### src/rx_clock_config_pkg.sv
// Constants, field layouts and carrier types shared by the receive and clock configuration registers.
package rx_clock_config_pkg;

    // ==========================================================================
    // Register offsets on the plain register port
    // ==========================================================================
    localparam logic [7:0] POST_DIV_OFFSET    = 8'h07;
    localparam logic [7:0] INPUT_CLK_OFFSET   = 8'h08;
    localparam logic [7:0] INPUT_TYPE_OFFSET  = 8'h09;
    localparam logic [7:0] INT_MASK_OFFSET    = 8'h0a;
    localparam logic [7:0] INT_STATUS_OFFSET  = 8'h0b;

    // ==========================================================================
    // Field positions of the post divider control register
    // ==========================================================================
    localparam int POSTSCALE_LSB   = 0;
    localparam int POSTSCALE_MSB   = 1;
    localparam int FRAC_BIT        = 2;
    localparam int MCLK_DIV_BIT    = 3;
    localparam int AUX_DIV_LSB     = 4;
    localparam int AUX_DIV_MSB     = 5;

    // ==========================================================================
    // Field positions of the input and clock source control register
    // ==========================================================================
    localparam int INSEL_LSB       = 0;
    localparam int INSEL_MSB       = 2;
    localparam int AUX_SRC_BIT     = 3;
    localparam int AUX_EN_BIT      = 4;
    localparam int FILL_BIT        = 5;
    localparam int IGNORE_BIT      = 6;
    localparam int MCLK_SRC_BIT    = 7;

    // ==========================================================================
    // Values after reset and implemented bits
    // ==========================================================================
    localparam logic [7:0] POST_DIV_RESET    = 8'h16;
    localparam logic [7:0] POST_DIV_USED     = 8'h3f;
    localparam logic [7:0] INPUT_CLK_RESET   = 8'h18;
    localparam logic [7:0] INPUT_TYPE_RESET  = 8'hff;
    localparam logic [7:0] INT_MASK_RESET    = 8'h00;
    localparam logic [7:0] INT_STATUS_RESET  = 8'h00;

    // ==========================================================================
    // Event bit order, shared by the mask and the status register
    // ==========================================================================
    localparam int EV_LOCK       = 0;
    localparam int EV_INVALID    = 1;
    localparam int EV_CSUD       = 2;
    localparam int EV_TRANS_ERR  = 3;
    localparam int EV_NON_AUDIO  = 4;
    localparam int EV_COPYRIGHT  = 5;
    localparam int EV_EMPHASIS   = 6;
    localparam int EV_RATE       = 7;

    // Effective clock distribution settings handed to the clock tree.
    typedef struct packed {
        logic [1:0] pll_postscale_select;
        logic       fractional_pll_enable;
        logic       master_clock_divider_select;
        logic       master_clock_source_select;
        logic [1:0] aux_clock_divider_select;
        logic       aux_clock_source_select;
        logic       aux_clock_pin_enable;
    } clock_config_t;

    // Receiver status flags watched for changes.
    typedef struct packed {
        logic       unlock;
        logic       invalid;
        logic       csud;
        logic       trans_err;
        logic       audio_n;
        logic       pcm_n;
        logic       cpy_n;
        logic       deemph;
        logic [1:0] rec_freq;
    } rx_flags_t;

endpackage : rx_clock_config_pkg

### src/rx_clock_config_regs.sv
// Receive path and clock distribution configuration registers with masked event interrupt.
`timescale 1ns/10ps
module rx_clock_config_regs #(
    parameter int SAMPLE_W = 24
) (
    input  wire logic                                 SYS_CLK_IN,
    input  wire logic                                 RST_B_IN,
    input  wire logic                                 CLK_EN_IN,
    // Register port.
    input  wire logic [7:0]                           REG_ADDR_IN,
    input  wire logic [7:0]                           REG_WDATA_IN,
    input  wire logic                                 REG_WR_IN,
    input  wire logic                                 REG_RD_IN,
    output logic      [7:0]                           REG_RDATA_OUT,
    // Receiver clocking mode and its automatic post-scale value.
    input  wire logic                                 RX_CLOCK_MODE_IN,
    input  wire logic [1:0]                           RX_AUTO_POSTSCALE_IN,
    // Receiver flags from the decoder, same clock.
    input  wire rx_clock_config_pkg::rx_flags_t       RX_FLAGS_IN,
    // Receive input pins, asynchronous.
    input  wire logic [7:0]                           RX_INPUTS_IN,
    // Decoded samples from the receiver.
    input  wire logic [SAMPLE_W-1:0]                  RX_SAMPLE_IN,
    input  wire logic                                 RX_SAMPLE_STROBE_IN,
    input  wire logic                                 RX_SAMPLE_CORRUPT_IN,
    // Outputs.
    output rx_clock_config_pkg::clock_config_t        CLOCK_CONFIG_OUT,
    output logic                                      AUX_CLOCK_PIN_OE_OUT,
    output logic      [2:0]                           RECEIVE_INPUT_SELECT_OUT,
    output logic      [7:0]                           RECEIVE_INPUT_TYPE_SELECT_OUT,
    output logic                                      RX_SELECTED_OUT,
    output logic      [SAMPLE_W-1:0]                  RX_SAMPLE_OUT,
    output logic                                      RX_SAMPLE_STROBE_OUT,
    output logic                                      INTERRUPT_OUT
);

    // ==========================================================================
    // Helper functions
    // ==========================================================================

    // A write strobe aimed at one register offset.
    function automatic logic write_hit(input logic       wr,
                                       input logic [7:0] addr,
                                       input logic [7:0] offset);
        write_hit = wr && (addr == offset);
    endfunction : write_hit

    // A flag that differs from its previous value.
    function automatic logic flag_changed(input logic now_v,
                                          input logic prev_v);
        flag_changed = now_v ^ prev_v;
    endfunction : flag_changed

    // A flag that has just risen.
    function automatic logic flag_rose(input logic now_v,
                                       input logic prev_v);
        flag_rose = now_v & ~prev_v;
    endfunction : flag_rose

    // ==========================================================================
    // Register storage
    // ==========================================================================
    logic [7:0]                       post_div_q;
    logic [7:0]                       input_clk_q;
    logic [7:0]                       input_type_q;
    logic [7:0]                       int_mask_q;
    logic [7:0]                       int_status_q;
    logic [7:0]                       int_status_d;
    logic [7:0]                       rdata_q;
    logic [7:0]                       read_value;

    // Event detection.
    rx_clock_config_pkg::rx_flags_t   flags_prev_q;
    logic                             primed_q;
    logic [7:0]                       events_raw;
    logic [7:0]                       events_gated;
    logic                             ignore_invalid_flag;

    // Receive input synchroniser and selection.
    logic [7:0]                       rx_pins_meta_q;
    logic [7:0]                       rx_pins_sync_q;
    logic                             rx_selected_q;

    // Sample fill path.
    logic [SAMPLE_W-1:0]              sample_q;
    logic                             sample_strobe_q;
    logic                             sample_bad;

    // ==========================================================================
    // Writable configuration registers
    // ==========================================================================

    // Post divider control: post-scale, fractional enable, master and aux dividers.
    always_ff @(posedge SYS_CLK_IN) begin
        if (!RST_B_IN) begin
            post_div_q <= rx_clock_config_pkg::POST_DIV_RESET;
        end else if (CLK_EN_IN) begin
            if (write_hit(REG_WR_IN, REG_ADDR_IN, rx_clock_config_pkg::POST_DIV_OFFSET)) begin
                // Bits 7:6 are not implemented, so they are never stored.
                post_div_q <= REG_WDATA_IN & rx_clock_config_pkg::POST_DIV_USED;
            end
        end
    end

    // Input selection and clock source control.
    always_ff @(posedge SYS_CLK_IN) begin
        if (!RST_B_IN) begin
            input_clk_q <= rx_clock_config_pkg::INPUT_CLK_RESET;
        end else if (CLK_EN_IN) begin
            if (write_hit(REG_WR_IN, REG_ADDR_IN, rx_clock_config_pkg::INPUT_CLK_OFFSET)) begin
                input_clk_q <= REG_WDATA_IN;
            end
        end
    end

    // Per-input circuit type, one bit for each receive input.
    always_ff @(posedge SYS_CLK_IN) begin
        if (!RST_B_IN) begin
            input_type_q <= rx_clock_config_pkg::INPUT_TYPE_RESET;
        end else if (CLK_EN_IN) begin
            if (write_hit(REG_WR_IN, REG_ADDR_IN, rx_clock_config_pkg::INPUT_TYPE_OFFSET)) begin
                input_type_q <= REG_WDATA_IN;
            end
        end
    end

    // Interrupt mask; a one blocks the event entirely.
    always_ff @(posedge SYS_CLK_IN) begin
        if (!RST_B_IN) begin
            int_mask_q <= rx_clock_config_pkg::INT_MASK_RESET;
        end else if (CLK_EN_IN) begin
            if (write_hit(REG_WR_IN, REG_ADDR_IN, rx_clock_config_pkg::INT_MASK_OFFSET)) begin
                int_mask_q <= REG_WDATA_IN;
            end
        end
    end

    // ==========================================================================
    // Effective clock distribution settings
    // ==========================================================================

    // The receiver clocking mode overrides the post-scale field but the written
    // value is kept, so software reads back what it wrote and regains it later.
    always_comb begin
        CLOCK_CONFIG_OUT = '0;
        if (RX_CLOCK_MODE_IN) begin
            CLOCK_CONFIG_OUT.pll_postscale_select = RX_AUTO_POSTSCALE_IN;
        end else begin
            CLOCK_CONFIG_OUT.pll_postscale_select =
                post_div_q[rx_clock_config_pkg::POSTSCALE_MSB:rx_clock_config_pkg::POSTSCALE_LSB];
        end
        // Zero means integer operation, the fraction is then ignored downstream.
        // Receiver mode never forces this bit; software must keep it set.
        CLOCK_CONFIG_OUT.fractional_pll_enable = post_div_q[rx_clock_config_pkg::FRAC_BIT];
        CLOCK_CONFIG_OUT.master_clock_source_select = input_clk_q[rx_clock_config_pkg::MCLK_SRC_BIT];
        // The master divider only means something while the second PLL clock is the source.
        if (!input_clk_q[rx_clock_config_pkg::MCLK_SRC_BIT]) begin
            CLOCK_CONFIG_OUT.master_clock_divider_select = post_div_q[rx_clock_config_pkg::MCLK_DIV_BIT];
        end
        CLOCK_CONFIG_OUT.aux_clock_source_select = input_clk_q[rx_clock_config_pkg::AUX_SRC_BIT];
        // The aux divider only acts while the first PLL clock drives the pin.
        if (!input_clk_q[rx_clock_config_pkg::AUX_SRC_BIT]) begin
            CLOCK_CONFIG_OUT.aux_clock_divider_select =
                post_div_q[rx_clock_config_pkg::AUX_DIV_MSB:rx_clock_config_pkg::AUX_DIV_LSB];
        end
        CLOCK_CONFIG_OUT.aux_clock_pin_enable = input_clk_q[rx_clock_config_pkg::AUX_EN_BIT];
    end

    // Pad enable for the aux clock pin; low leaves the pin tri-stated.
    assign AUX_CLOCK_PIN_OE_OUT = input_clk_q[rx_clock_config_pkg::AUX_EN_BIT];

    // Receive input routing and input circuit type.
    assign RECEIVE_INPUT_SELECT_OUT =
        input_clk_q[rx_clock_config_pkg::INSEL_MSB:rx_clock_config_pkg::INSEL_LSB];
    assign RECEIVE_INPUT_TYPE_SELECT_OUT = input_type_q;

    // ==========================================================================
    // Receive input pin selection
    // ==========================================================================

    // Two-stage synchroniser; the first stage feeds only the second.
    always_ff @(posedge SYS_CLK_IN) begin
        if (!RST_B_IN) begin
            rx_pins_meta_q <= 8'h00;
            rx_pins_sync_q <= 8'h00;
        end else if (CLK_EN_IN) begin
            rx_pins_meta_q <= RX_INPUTS_IN;
            rx_pins_sync_q <= rx_pins_meta_q;
        end
    end

    // The selected input is registered so the receiver sees a clean level.
    always_ff @(posedge SYS_CLK_IN) begin
        if (!RST_B_IN) begin
            rx_selected_q <= 1'b0;
        end else if (CLK_EN_IN) begin
            rx_selected_q <= rx_pins_sync_q[RECEIVE_INPUT_SELECT_OUT];
        end
    end

    assign RX_SELECTED_OUT = rx_selected_q;

    // ==========================================================================
    // Corrupt and invalid sample handling
    // ==========================================================================

    assign ignore_invalid_flag = input_clk_q[rx_clock_config_pkg::IGNORE_BIT];

    // A sample is bad when corrupt, or invalid while the invalid flag is honoured.
    assign sample_bad = RX_SAMPLE_CORRUPT_IN | (RX_FLAGS_IN.invalid & ~ignore_invalid_flag);

    // Good samples pass; bad ones either repeat the last good one or become zero.
    always_ff @(posedge SYS_CLK_IN) begin
        if (!RST_B_IN) begin
            sample_q <= '0;
        end else if (CLK_EN_IN) begin
            if (RX_SAMPLE_STROBE_IN) begin
                if (!sample_bad) begin
                    sample_q <= RX_SAMPLE_IN;
                end else if (input_clk_q[rx_clock_config_pkg::FILL_BIT]) begin
                    sample_q <= '0;
                end
                // Otherwise the register holds the last valid sample.
            end
        end
    end

    // The output strobe lags the input strobe by one cycle, in step with the sample register.
    always_ff @(posedge SYS_CLK_IN) begin
        if (!RST_B_IN) begin
            sample_strobe_q <= 1'b0;
        end else if (CLK_EN_IN) begin
            sample_strobe_q <= RX_SAMPLE_STROBE_IN;
        end
    end

    assign RX_SAMPLE_OUT        = sample_q;
    assign RX_SAMPLE_STROBE_OUT = sample_strobe_q;

    // ==========================================================================
    // Event detection
    // ==========================================================================

    // Previous flags for change detection. The first enabled cycle after reset
    // only primes them, so a flag already set at reset raises no false event.
    always_ff @(posedge SYS_CLK_IN) begin
        if (!RST_B_IN) begin
            flags_prev_q <= '0;
            primed_q     <= 1'b0;
        end else if (CLK_EN_IN) begin
            flags_prev_q <= RX_FLAGS_IN;
            primed_q     <= 1'b1;
        end
    end

    // Raw events in status bit order.
    always_comb begin
        events_raw = 8'h00;
        if (primed_q) begin
            events_raw[rx_clock_config_pkg::EV_LOCK] =
                flag_changed(RX_FLAGS_IN.unlock, flags_prev_q.unlock);
            events_raw[rx_clock_config_pkg::EV_INVALID] =
                flag_rose(RX_FLAGS_IN.invalid, flags_prev_q.invalid) & ~ignore_invalid_flag;
            events_raw[rx_clock_config_pkg::EV_CSUD] =
                flag_rose(RX_FLAGS_IN.csud, flags_prev_q.csud);
            events_raw[rx_clock_config_pkg::EV_TRANS_ERR] =
                flag_rose(RX_FLAGS_IN.trans_err, flags_prev_q.trans_err);
            events_raw[rx_clock_config_pkg::EV_NON_AUDIO] =
                flag_changed(RX_FLAGS_IN.audio_n, flags_prev_q.audio_n) |
                flag_changed(RX_FLAGS_IN.pcm_n, flags_prev_q.pcm_n);
            events_raw[rx_clock_config_pkg::EV_COPYRIGHT] =
                flag_changed(RX_FLAGS_IN.cpy_n, flags_prev_q.cpy_n);
            events_raw[rx_clock_config_pkg::EV_EMPHASIS] =
                flag_changed(RX_FLAGS_IN.deemph, flags_prev_q.deemph);
            events_raw[rx_clock_config_pkg::EV_RATE] =
                flag_changed(RX_FLAGS_IN.rec_freq[1], flags_prev_q.rec_freq[1]) |
                flag_changed(RX_FLAGS_IN.rec_freq[0], flags_prev_q.rec_freq[0]);
        end
    end

    // The mask is applied before the status register, and again at the interrupt output.
    assign events_gated = events_raw & ~int_mask_q;

    // ==========================================================================
    // Interrupt status
    // ==========================================================================

    // Writing a one clears a bit; a new event in the same cycle wins.
    always_comb begin
        int_status_d = int_status_q;
        if (write_hit(REG_WR_IN, REG_ADDR_IN, rx_clock_config_pkg::INT_STATUS_OFFSET)) begin
            int_status_d = int_status_d & ~REG_WDATA_IN;
        end
        int_status_d = int_status_d | events_gated;
    end

    always_ff @(posedge SYS_CLK_IN) begin
        if (!RST_B_IN) begin
            int_status_q <= rx_clock_config_pkg::INT_STATUS_RESET;
        end else if (CLK_EN_IN) begin
            int_status_q <= int_status_d;
        end
    end

    // Only bits that passed the mask exist in status, so no second gating is
    // strictly needed; masking here too lets software silence a pending bit.
    assign INTERRUPT_OUT = |(int_status_q & ~int_mask_q);

    // ==========================================================================
    // Register read path
    // ==========================================================================

    // Read value decode; unmapped offsets read as zero.
    always_comb begin
        case (REG_ADDR_IN)
            rx_clock_config_pkg::POST_DIV_OFFSET: begin
                read_value = post_div_q;
            end
            rx_clock_config_pkg::INPUT_CLK_OFFSET: begin
                read_value = input_clk_q;
            end
            rx_clock_config_pkg::INPUT_TYPE_OFFSET: begin
                read_value = input_type_q;
            end
            rx_clock_config_pkg::INT_MASK_OFFSET: begin
                read_value = int_mask_q;
            end
            rx_clock_config_pkg::INT_STATUS_OFFSET: begin
                read_value = int_status_q;
            end
            default: begin
                read_value = 8'h00;
            end
        endcase
    end

    // Read data stands for exactly one cycle after the strobe, zero otherwise.
    always_ff @(posedge SYS_CLK_IN) begin
        if (!RST_B_IN) begin
            rdata_q <= 8'h00;
        end else if (CLK_EN_IN) begin
            if (REG_RD_IN) begin
                rdata_q <= read_value;
            end else begin
                rdata_q <= 8'h00;
            end
        end
    end

    assign REG_RDATA_OUT = rdata_q;

endmodule : rx_clock_config_regs

### config.mk
export PLATFORM = sky130hd
export DESIGN_NAME = rx_clock_config_regs
export DESIGN_NICKNAME = d
export VERILOG_FILES = /design/src/rx_clock_config_pkg.sv /design/src/rx_clock_config_regs.sv
export SDC_FILE = /design/constraint.sdc
export NUM_CORES = 1
export LEC_CHECK = 0
export BUFFER_PORTS_ARGS = -buffer_cell sky130_fd_sc_hd__buf_2
export CAP_MARGIN = 20
export CORE_ASPECT_RATIO = 1.4
export CORE_MARGIN = 2
export CORE_UTILIZATION = 50
export CTS_BUF_LIST = sky130_fd_sc_hd__clkbuf_4 sky130_fd_sc_hd__clkbuf_8
export DETAILED_ROUTE_END_ITERATION = 6
export PLACE_DENSITY = 0.77
export REMOVE_ABC_BUFFERS = 1
export SYNTH_ARGS = -nofsm -noshare
export SYNTH_HDL_FRONTEND = slang
export SYNTH_SLANG_ARGS = --single-unit
export TNS_END_PERCENT = 100
### constraint.sdc
create_clock -name SYS_CLK_IN -period 1.7 [get_ports SYS_CLK_IN]
set_input_delay 0.085 -clock SYS_CLK_IN [delete_from_list [all_inputs] [get_ports SYS_CLK_IN]]
set_output_delay 0.085 -clock SYS_CLK_IN [all_outputs]
set_load 0.1 [all_outputs]
; ---- Yosys cells after proc, flatten, opt, wreduce, memory -nomap -nowiden
; Index checks and enable logic that the tools add are counted.
[op_classes]
eq_ne = 6
n_mux = 11
order_cmp = 1
reduce_logical = 11
bitwise_logic = 25
[op_table]
columns = operator, count
row1 = $mux 24, 2
row2 = $pmux 8 s5, 1
row3 = $eq 8x4->1 const B, 4
row4 = $and 8x8->8, 3
row5 = $mux 8, 3
row6 = $not 8->8, 2
row7 = $eq 8x3->1 const B, 1
row8 = $or 8x8->8, 1
row9 = $reduce_and 2->1, 4
row10 = $reduce_or 8->1, 1
row11 = $xor 1x1->1, 7
row12 = $and 1x1->1, 5
row13 = $logic_and 1x1->1, 5
row14 = $lt 3x4->1 const B, 1
row15 = $mux 2, 2
row16 = $not 1->1, 4
row17 = $bmux 1 s3, 1
row18 = $or 1x1->1, 3
row19 = $reduce_and 3->1, 1
row20 = $mux 1, 2
row21 = $ne 2x2->1 const B, 1
[totals]
regBits = 99
out_inout_bits = 56
inputBits = 68
elab_cells = 75

; ---- Longest topological paths before layout
[logic_depth]
word_depth = 6
depth_mapped = 7
mapped_depth_nobuf = 5

; ---- Worst setup path before layout
; Ideal clock, no wire load.
[synth_path]
path_kind = register -> output
from = register post_div_q[4]
to = output port CLOCK_CONFIG_OUT[2] (netlist bit)
stages_incl_launch_ff = 2
path_buffers = 0
required_time_ps = 1615
setup_slack_ps = -64
arrival_ps = 1679
cell_sequence = dfxtp_1 > nor2b_1
[synth_lines]
columns = item, line
row1 = from (decl), rx_clock_config_regs.sv:63  ; logic [7:0] post_div_q;
row2 = from (signal assigned), rx_clock_config_regs.sv:96  ; post_div_q <= rx_clock_config_pkg::POST_DIV_RESET;
row3 = from (signal assigned), rx_clock_config_regs.sv:100  ; post_div_q <= REG_WDATA_IN & rx_clock_config_pkg::POST_DIV_USED;
row4 = to (decl), rx_clock_config_regs.sv:27  ; output rx_clock_config_pkg::clock_config_t CLOCK_CONFIG_OUT,

; ---- Worst setup path in the final report
[layout_path]
from = register int_mask_q[7]
to = output port INTERRUPT_OUT
[layout_via]
elab_chain_len = 3
[layout_lines]
columns = item, line
row1 = from (decl), rx_clock_config_regs.sv:66  ; logic [7:0] int_mask_q;
row2 = from (signal assigned), rx_clock_config_regs.sv:130  ; int_mask_q <= rx_clock_config_pkg::INT_MASK_RESET;
row3 = $not 8->8, rx_clock_config_regs.sv:307  ; assign INTERRUPT_OUT = |(int_status_q & ~int_mask_q);
row4 = $and 8x8->8, rx_clock_config_regs.sv:307
row5 = $reduce_or 8->1, rx_clock_config_regs.sv:307
row6 = to (decl), rx_clock_config_regs.sv:34  ; output logic INTERRUPT_OUT
; Every way passes these cells.

==> qor.yml <==
critical_path:
  worst-setup-path-type: "reg -> out"
  worst_setup_path_start_kind: "flop"
  critPathArrivalTime_ns: 1.59
  top_fanout_value_on_the_critical_path: 4
  crit_path_end_kind: "primary output"
  worst-endpoint-required_ns: 1.62
global_route:
  gr-total-overflow: 0
  global_route.usage.total: 0.249
  grt_antenna_before_repair: 0
  global_route_wire_length_before_repair_um: 17800
  grt_pass1_vias: 3743
  grt_max_degree: 91
drt:
  vias: 3789
  detail_route.iter0.violations: 174
  detail_route.vias_per_cell: 5.40
  route.detailed.wl_per_inst_um: 16.0
  routed_wl_um: 11300
  antenna_left: 0
  detail_route.first_pass.iterations: 4
  drc: 0
logic_synthesis:
  synthesis.yosys.warnings: 0
  ys_seq_area_frac: 0.464
  synth_area_per_cell_um2: 9.60
  synth-edff-count: 0
  post_synth_inst_count: 445
  synthMostInstantiatedCell: "dfxtp_1"
  netlist_top_cells_count: "dfxtp_1 (99), nand2_1 (61), nor2b_1 (61), mux2i_1 (35), a22oi_1 (28)"
  synth.lib_cells_used.distinct: 39
  yosys.area.top_type_share: 0.464
  synth_area_leaders: "dfxtp_1 (46%), nor2b_1 (8.9%), mux2i_1 (8.2%)"
  synth.largest_area_cell: "dfxtp_1"
  synthArstFlopShare: 0
  syn-cell-area_um2: 4270
  synth_top_flop_cell: "dfxtp_1"
  postSynthRegisterBits: 99
floorplan:
  floorplan.die.width_um: 82.1
  fp.dieH_um: 113
  die_area_um2: 9310
  core_area_um2: 8250
  initial_core_util: 0.518
  ios: 124
  placement_rows: 39
final_layout:
  area_delta_synth_final_pct: 30.0
  final_layout_net_count: 665
  layout-drive-gt1-share: 0.317
  storage_element_area_um2: 2000
  diodes: 0
  num-fill-cells: 660
  multiInputGateArea_um2: 2100
pwr:
  maximum_resistive_drop_on_vdd_mv: 0.803
  seqPwrFrac: 0.511
  switching_power_w: 0.00121
  power.leakage_nw: 2.32
  switching_share: 0.258
  combinationalPowerShare: 0.144
  clockPowerShare: 0.345
  power-per-cell-area_nw_per_um2: 848
  internal-power_w: 0.00350
timing:
  hold-worst-slack_ns: 0.00313
  grt_setup_unrepaired: "yes"
  final-hold-violation-count: 0
  worst_slew_margin_rel: 0.666
  period_needed_ns: 1.68
  skew_ns: 0.0107
  fin_crit_sh: 0.987
  timing_max_transition_violations_final: 0
  max_freq_mhz: 596
  finalSetupViolCount: 0
  tightest_slew_ns: 0.504
  least_setup_slack_across_all_paths_after_layout_ns: 0.0226
clock_network:
  htree_num_levels: 3
  root_buffer: "clkbuf_8"
  tritoncts_num_sinks: 99
  tritoncts_buffer_count: 9
  clock_path_buffers: 2
  clkLatencyLatePin_ns: 0.37
  clkSlewWorstSetupHoldPaths_ns: 0.09
  tritoncts_clock_tree: "done"
placed_design:
  dp_slack_ns: 0.0544
  final_wtd_congestion: 0.884
  dp.final_hpwl_um: 7910
  buffer_ports.inserted: 123
hold_path:
  worst_hold_path_type: "in -> reg"
run:
  max_cap_viol_count: 0
outcome:
  status: "completed"
==> worst max-delay path, cell delays in order, from the launching register on <==
cell	delay, ns
dfxtp_2	0.38
o22ai_2	0.10
or4_4	0.56
buf_12	0.19
==> stage by stage <==
stage               power, W  instance area [um2]   util  setup TNS (ns)  instances
finish               0.00471                 5560  0.674               0        702
global route         0.00488                 5560  0.674         -0.0277        702
CTS                  0.00472                 5520  0.670               0        700
detailed placement   0.00306                 5010  0.607               0        658
global placement     0.00305                 5010  0.607               0        658
floorplan            0.00282                 4090      -          -29.26        413
==> kinds of logic (layout without fill, tap and decap cells) <==
logic type / Yosys count / after routing / share of synthesized area
compound gates: 86 / 86 / 0.143
xor+xnor: 7 / 7 / 0.0143
buf+inv: 41 / 196 / 0.0501
flops: 99 / 99 / 0.464
mux: 45 / 45 / 0.119
simple gates: 167 / 167 / 0.210
==> registers in the layout, indices dropped and copies added, names as in the netlist <==
name,cells
int_status_q,8
RX_SAMPLE_OUT,24
input_clk_q,8
int_mask_q,8
RX_SAMPLE_STROBE_OUT,1
REG_RDATA_OUT,8
post_div_q,6
flags_prev_q,10
rx_pins_meta_q,8
RECEIVE_INPUT_TYPE_SELECT_OUT,8
rx_pins_sync_q,8
RX_SELECTED_OUT,1
primed_q,1
==> layout make-up <==
type | count | area share
Clock buffer | 10 | 0.0236
Clock inverter | 4 | 0.0137
Inverter | 9 | 0.00608
Multi-Input combinational cell | 305 | 0.378
Sequential cell | 99 | 0.359
Tap cell | 102 | 0.0230
Timing Repair Buffer | 173 | 0.196
==> what timing repair did <==
item / 4_1_cts / 5_1_grt
hold endpoints to repair: 29 / 1
hold buffers: 28 / 1
setup endpoints to repair: 1 / 1
gates resized for setup: 9 / 11
buffers inserted: 0 / 1
pin swaps: 1 / 2
==> cells in the final DEF (no fill, tap or decap), types with 4 or more instances in the layout <==
cell / count
a21oi_1: 9
buf_2: 122
mux2_2: 6
mux2i_1: 35
nor3_1: 5
clkbuf_8: 9
o21a_1: 9
a22oi_1: 28
nor2b_1: 61
nand2b_1: 4
nor2_1: 9
nand3_1: 12
inv_1: 6
dfxtp_1: 89
nand2_1: 61
a21boi_0: 9
buf_4: 20
o21ai_0: 7
mux4_2: 4
a21boi_1: 8
dlygate4sd3_1: 29
xnor2_1: 7
dfxtp_2: 9
a221oi_1: 6
==> per-layer routing <==
metal / global-route usage / wire (um) / vias up
li1: - / - / 1849
met1: 0.287 / 4400 / 1800
met2: 0.436 / 5850 / 121
met3: 0.0649 / 745 / 19
met4: 0.0922 / 263 / 0
met5: 0 / 0 / -
==> path summary, 6_finish.rpt <==
kind	from	end	slack (ns)	depth (start not counted)
worst max-delay path	int_mask_q[7]$_SDFFE_PN0P_	INTERRUPT_OUT	0.02	3
worst min-delay path	RX_FLAGS_IN[7]	flags_prev_q[7]$_SDFFE_PN0P_	0.003	3
worst max register to register	input_clk_q[0]$_SDFFE_PN0P_	RX_SELECTED_OUT$_SDFFE_PN0P_	0.32	3
worst min register to register	REG_RDATA_OUT[3]$_SDFFE_PN0P_	REG_RDATA_OUT[3]$_SDFFE_PN0P_	0.46	2
==> power by group through the flow <==
stage               Combinational (W)  Sequential, W  Clock [W]
floorplan                    0.000254        0.00256          0
global route                 0.000725        0.00242    0.00174
global placement             0.000588        0.00246          0
CTS                          0.000674        0.00241    0.00164
detailed placement           0.000597        0.00246          0
finish                       0.000680        0.00241    0.00162
Power figures use the tool's default switching activity.
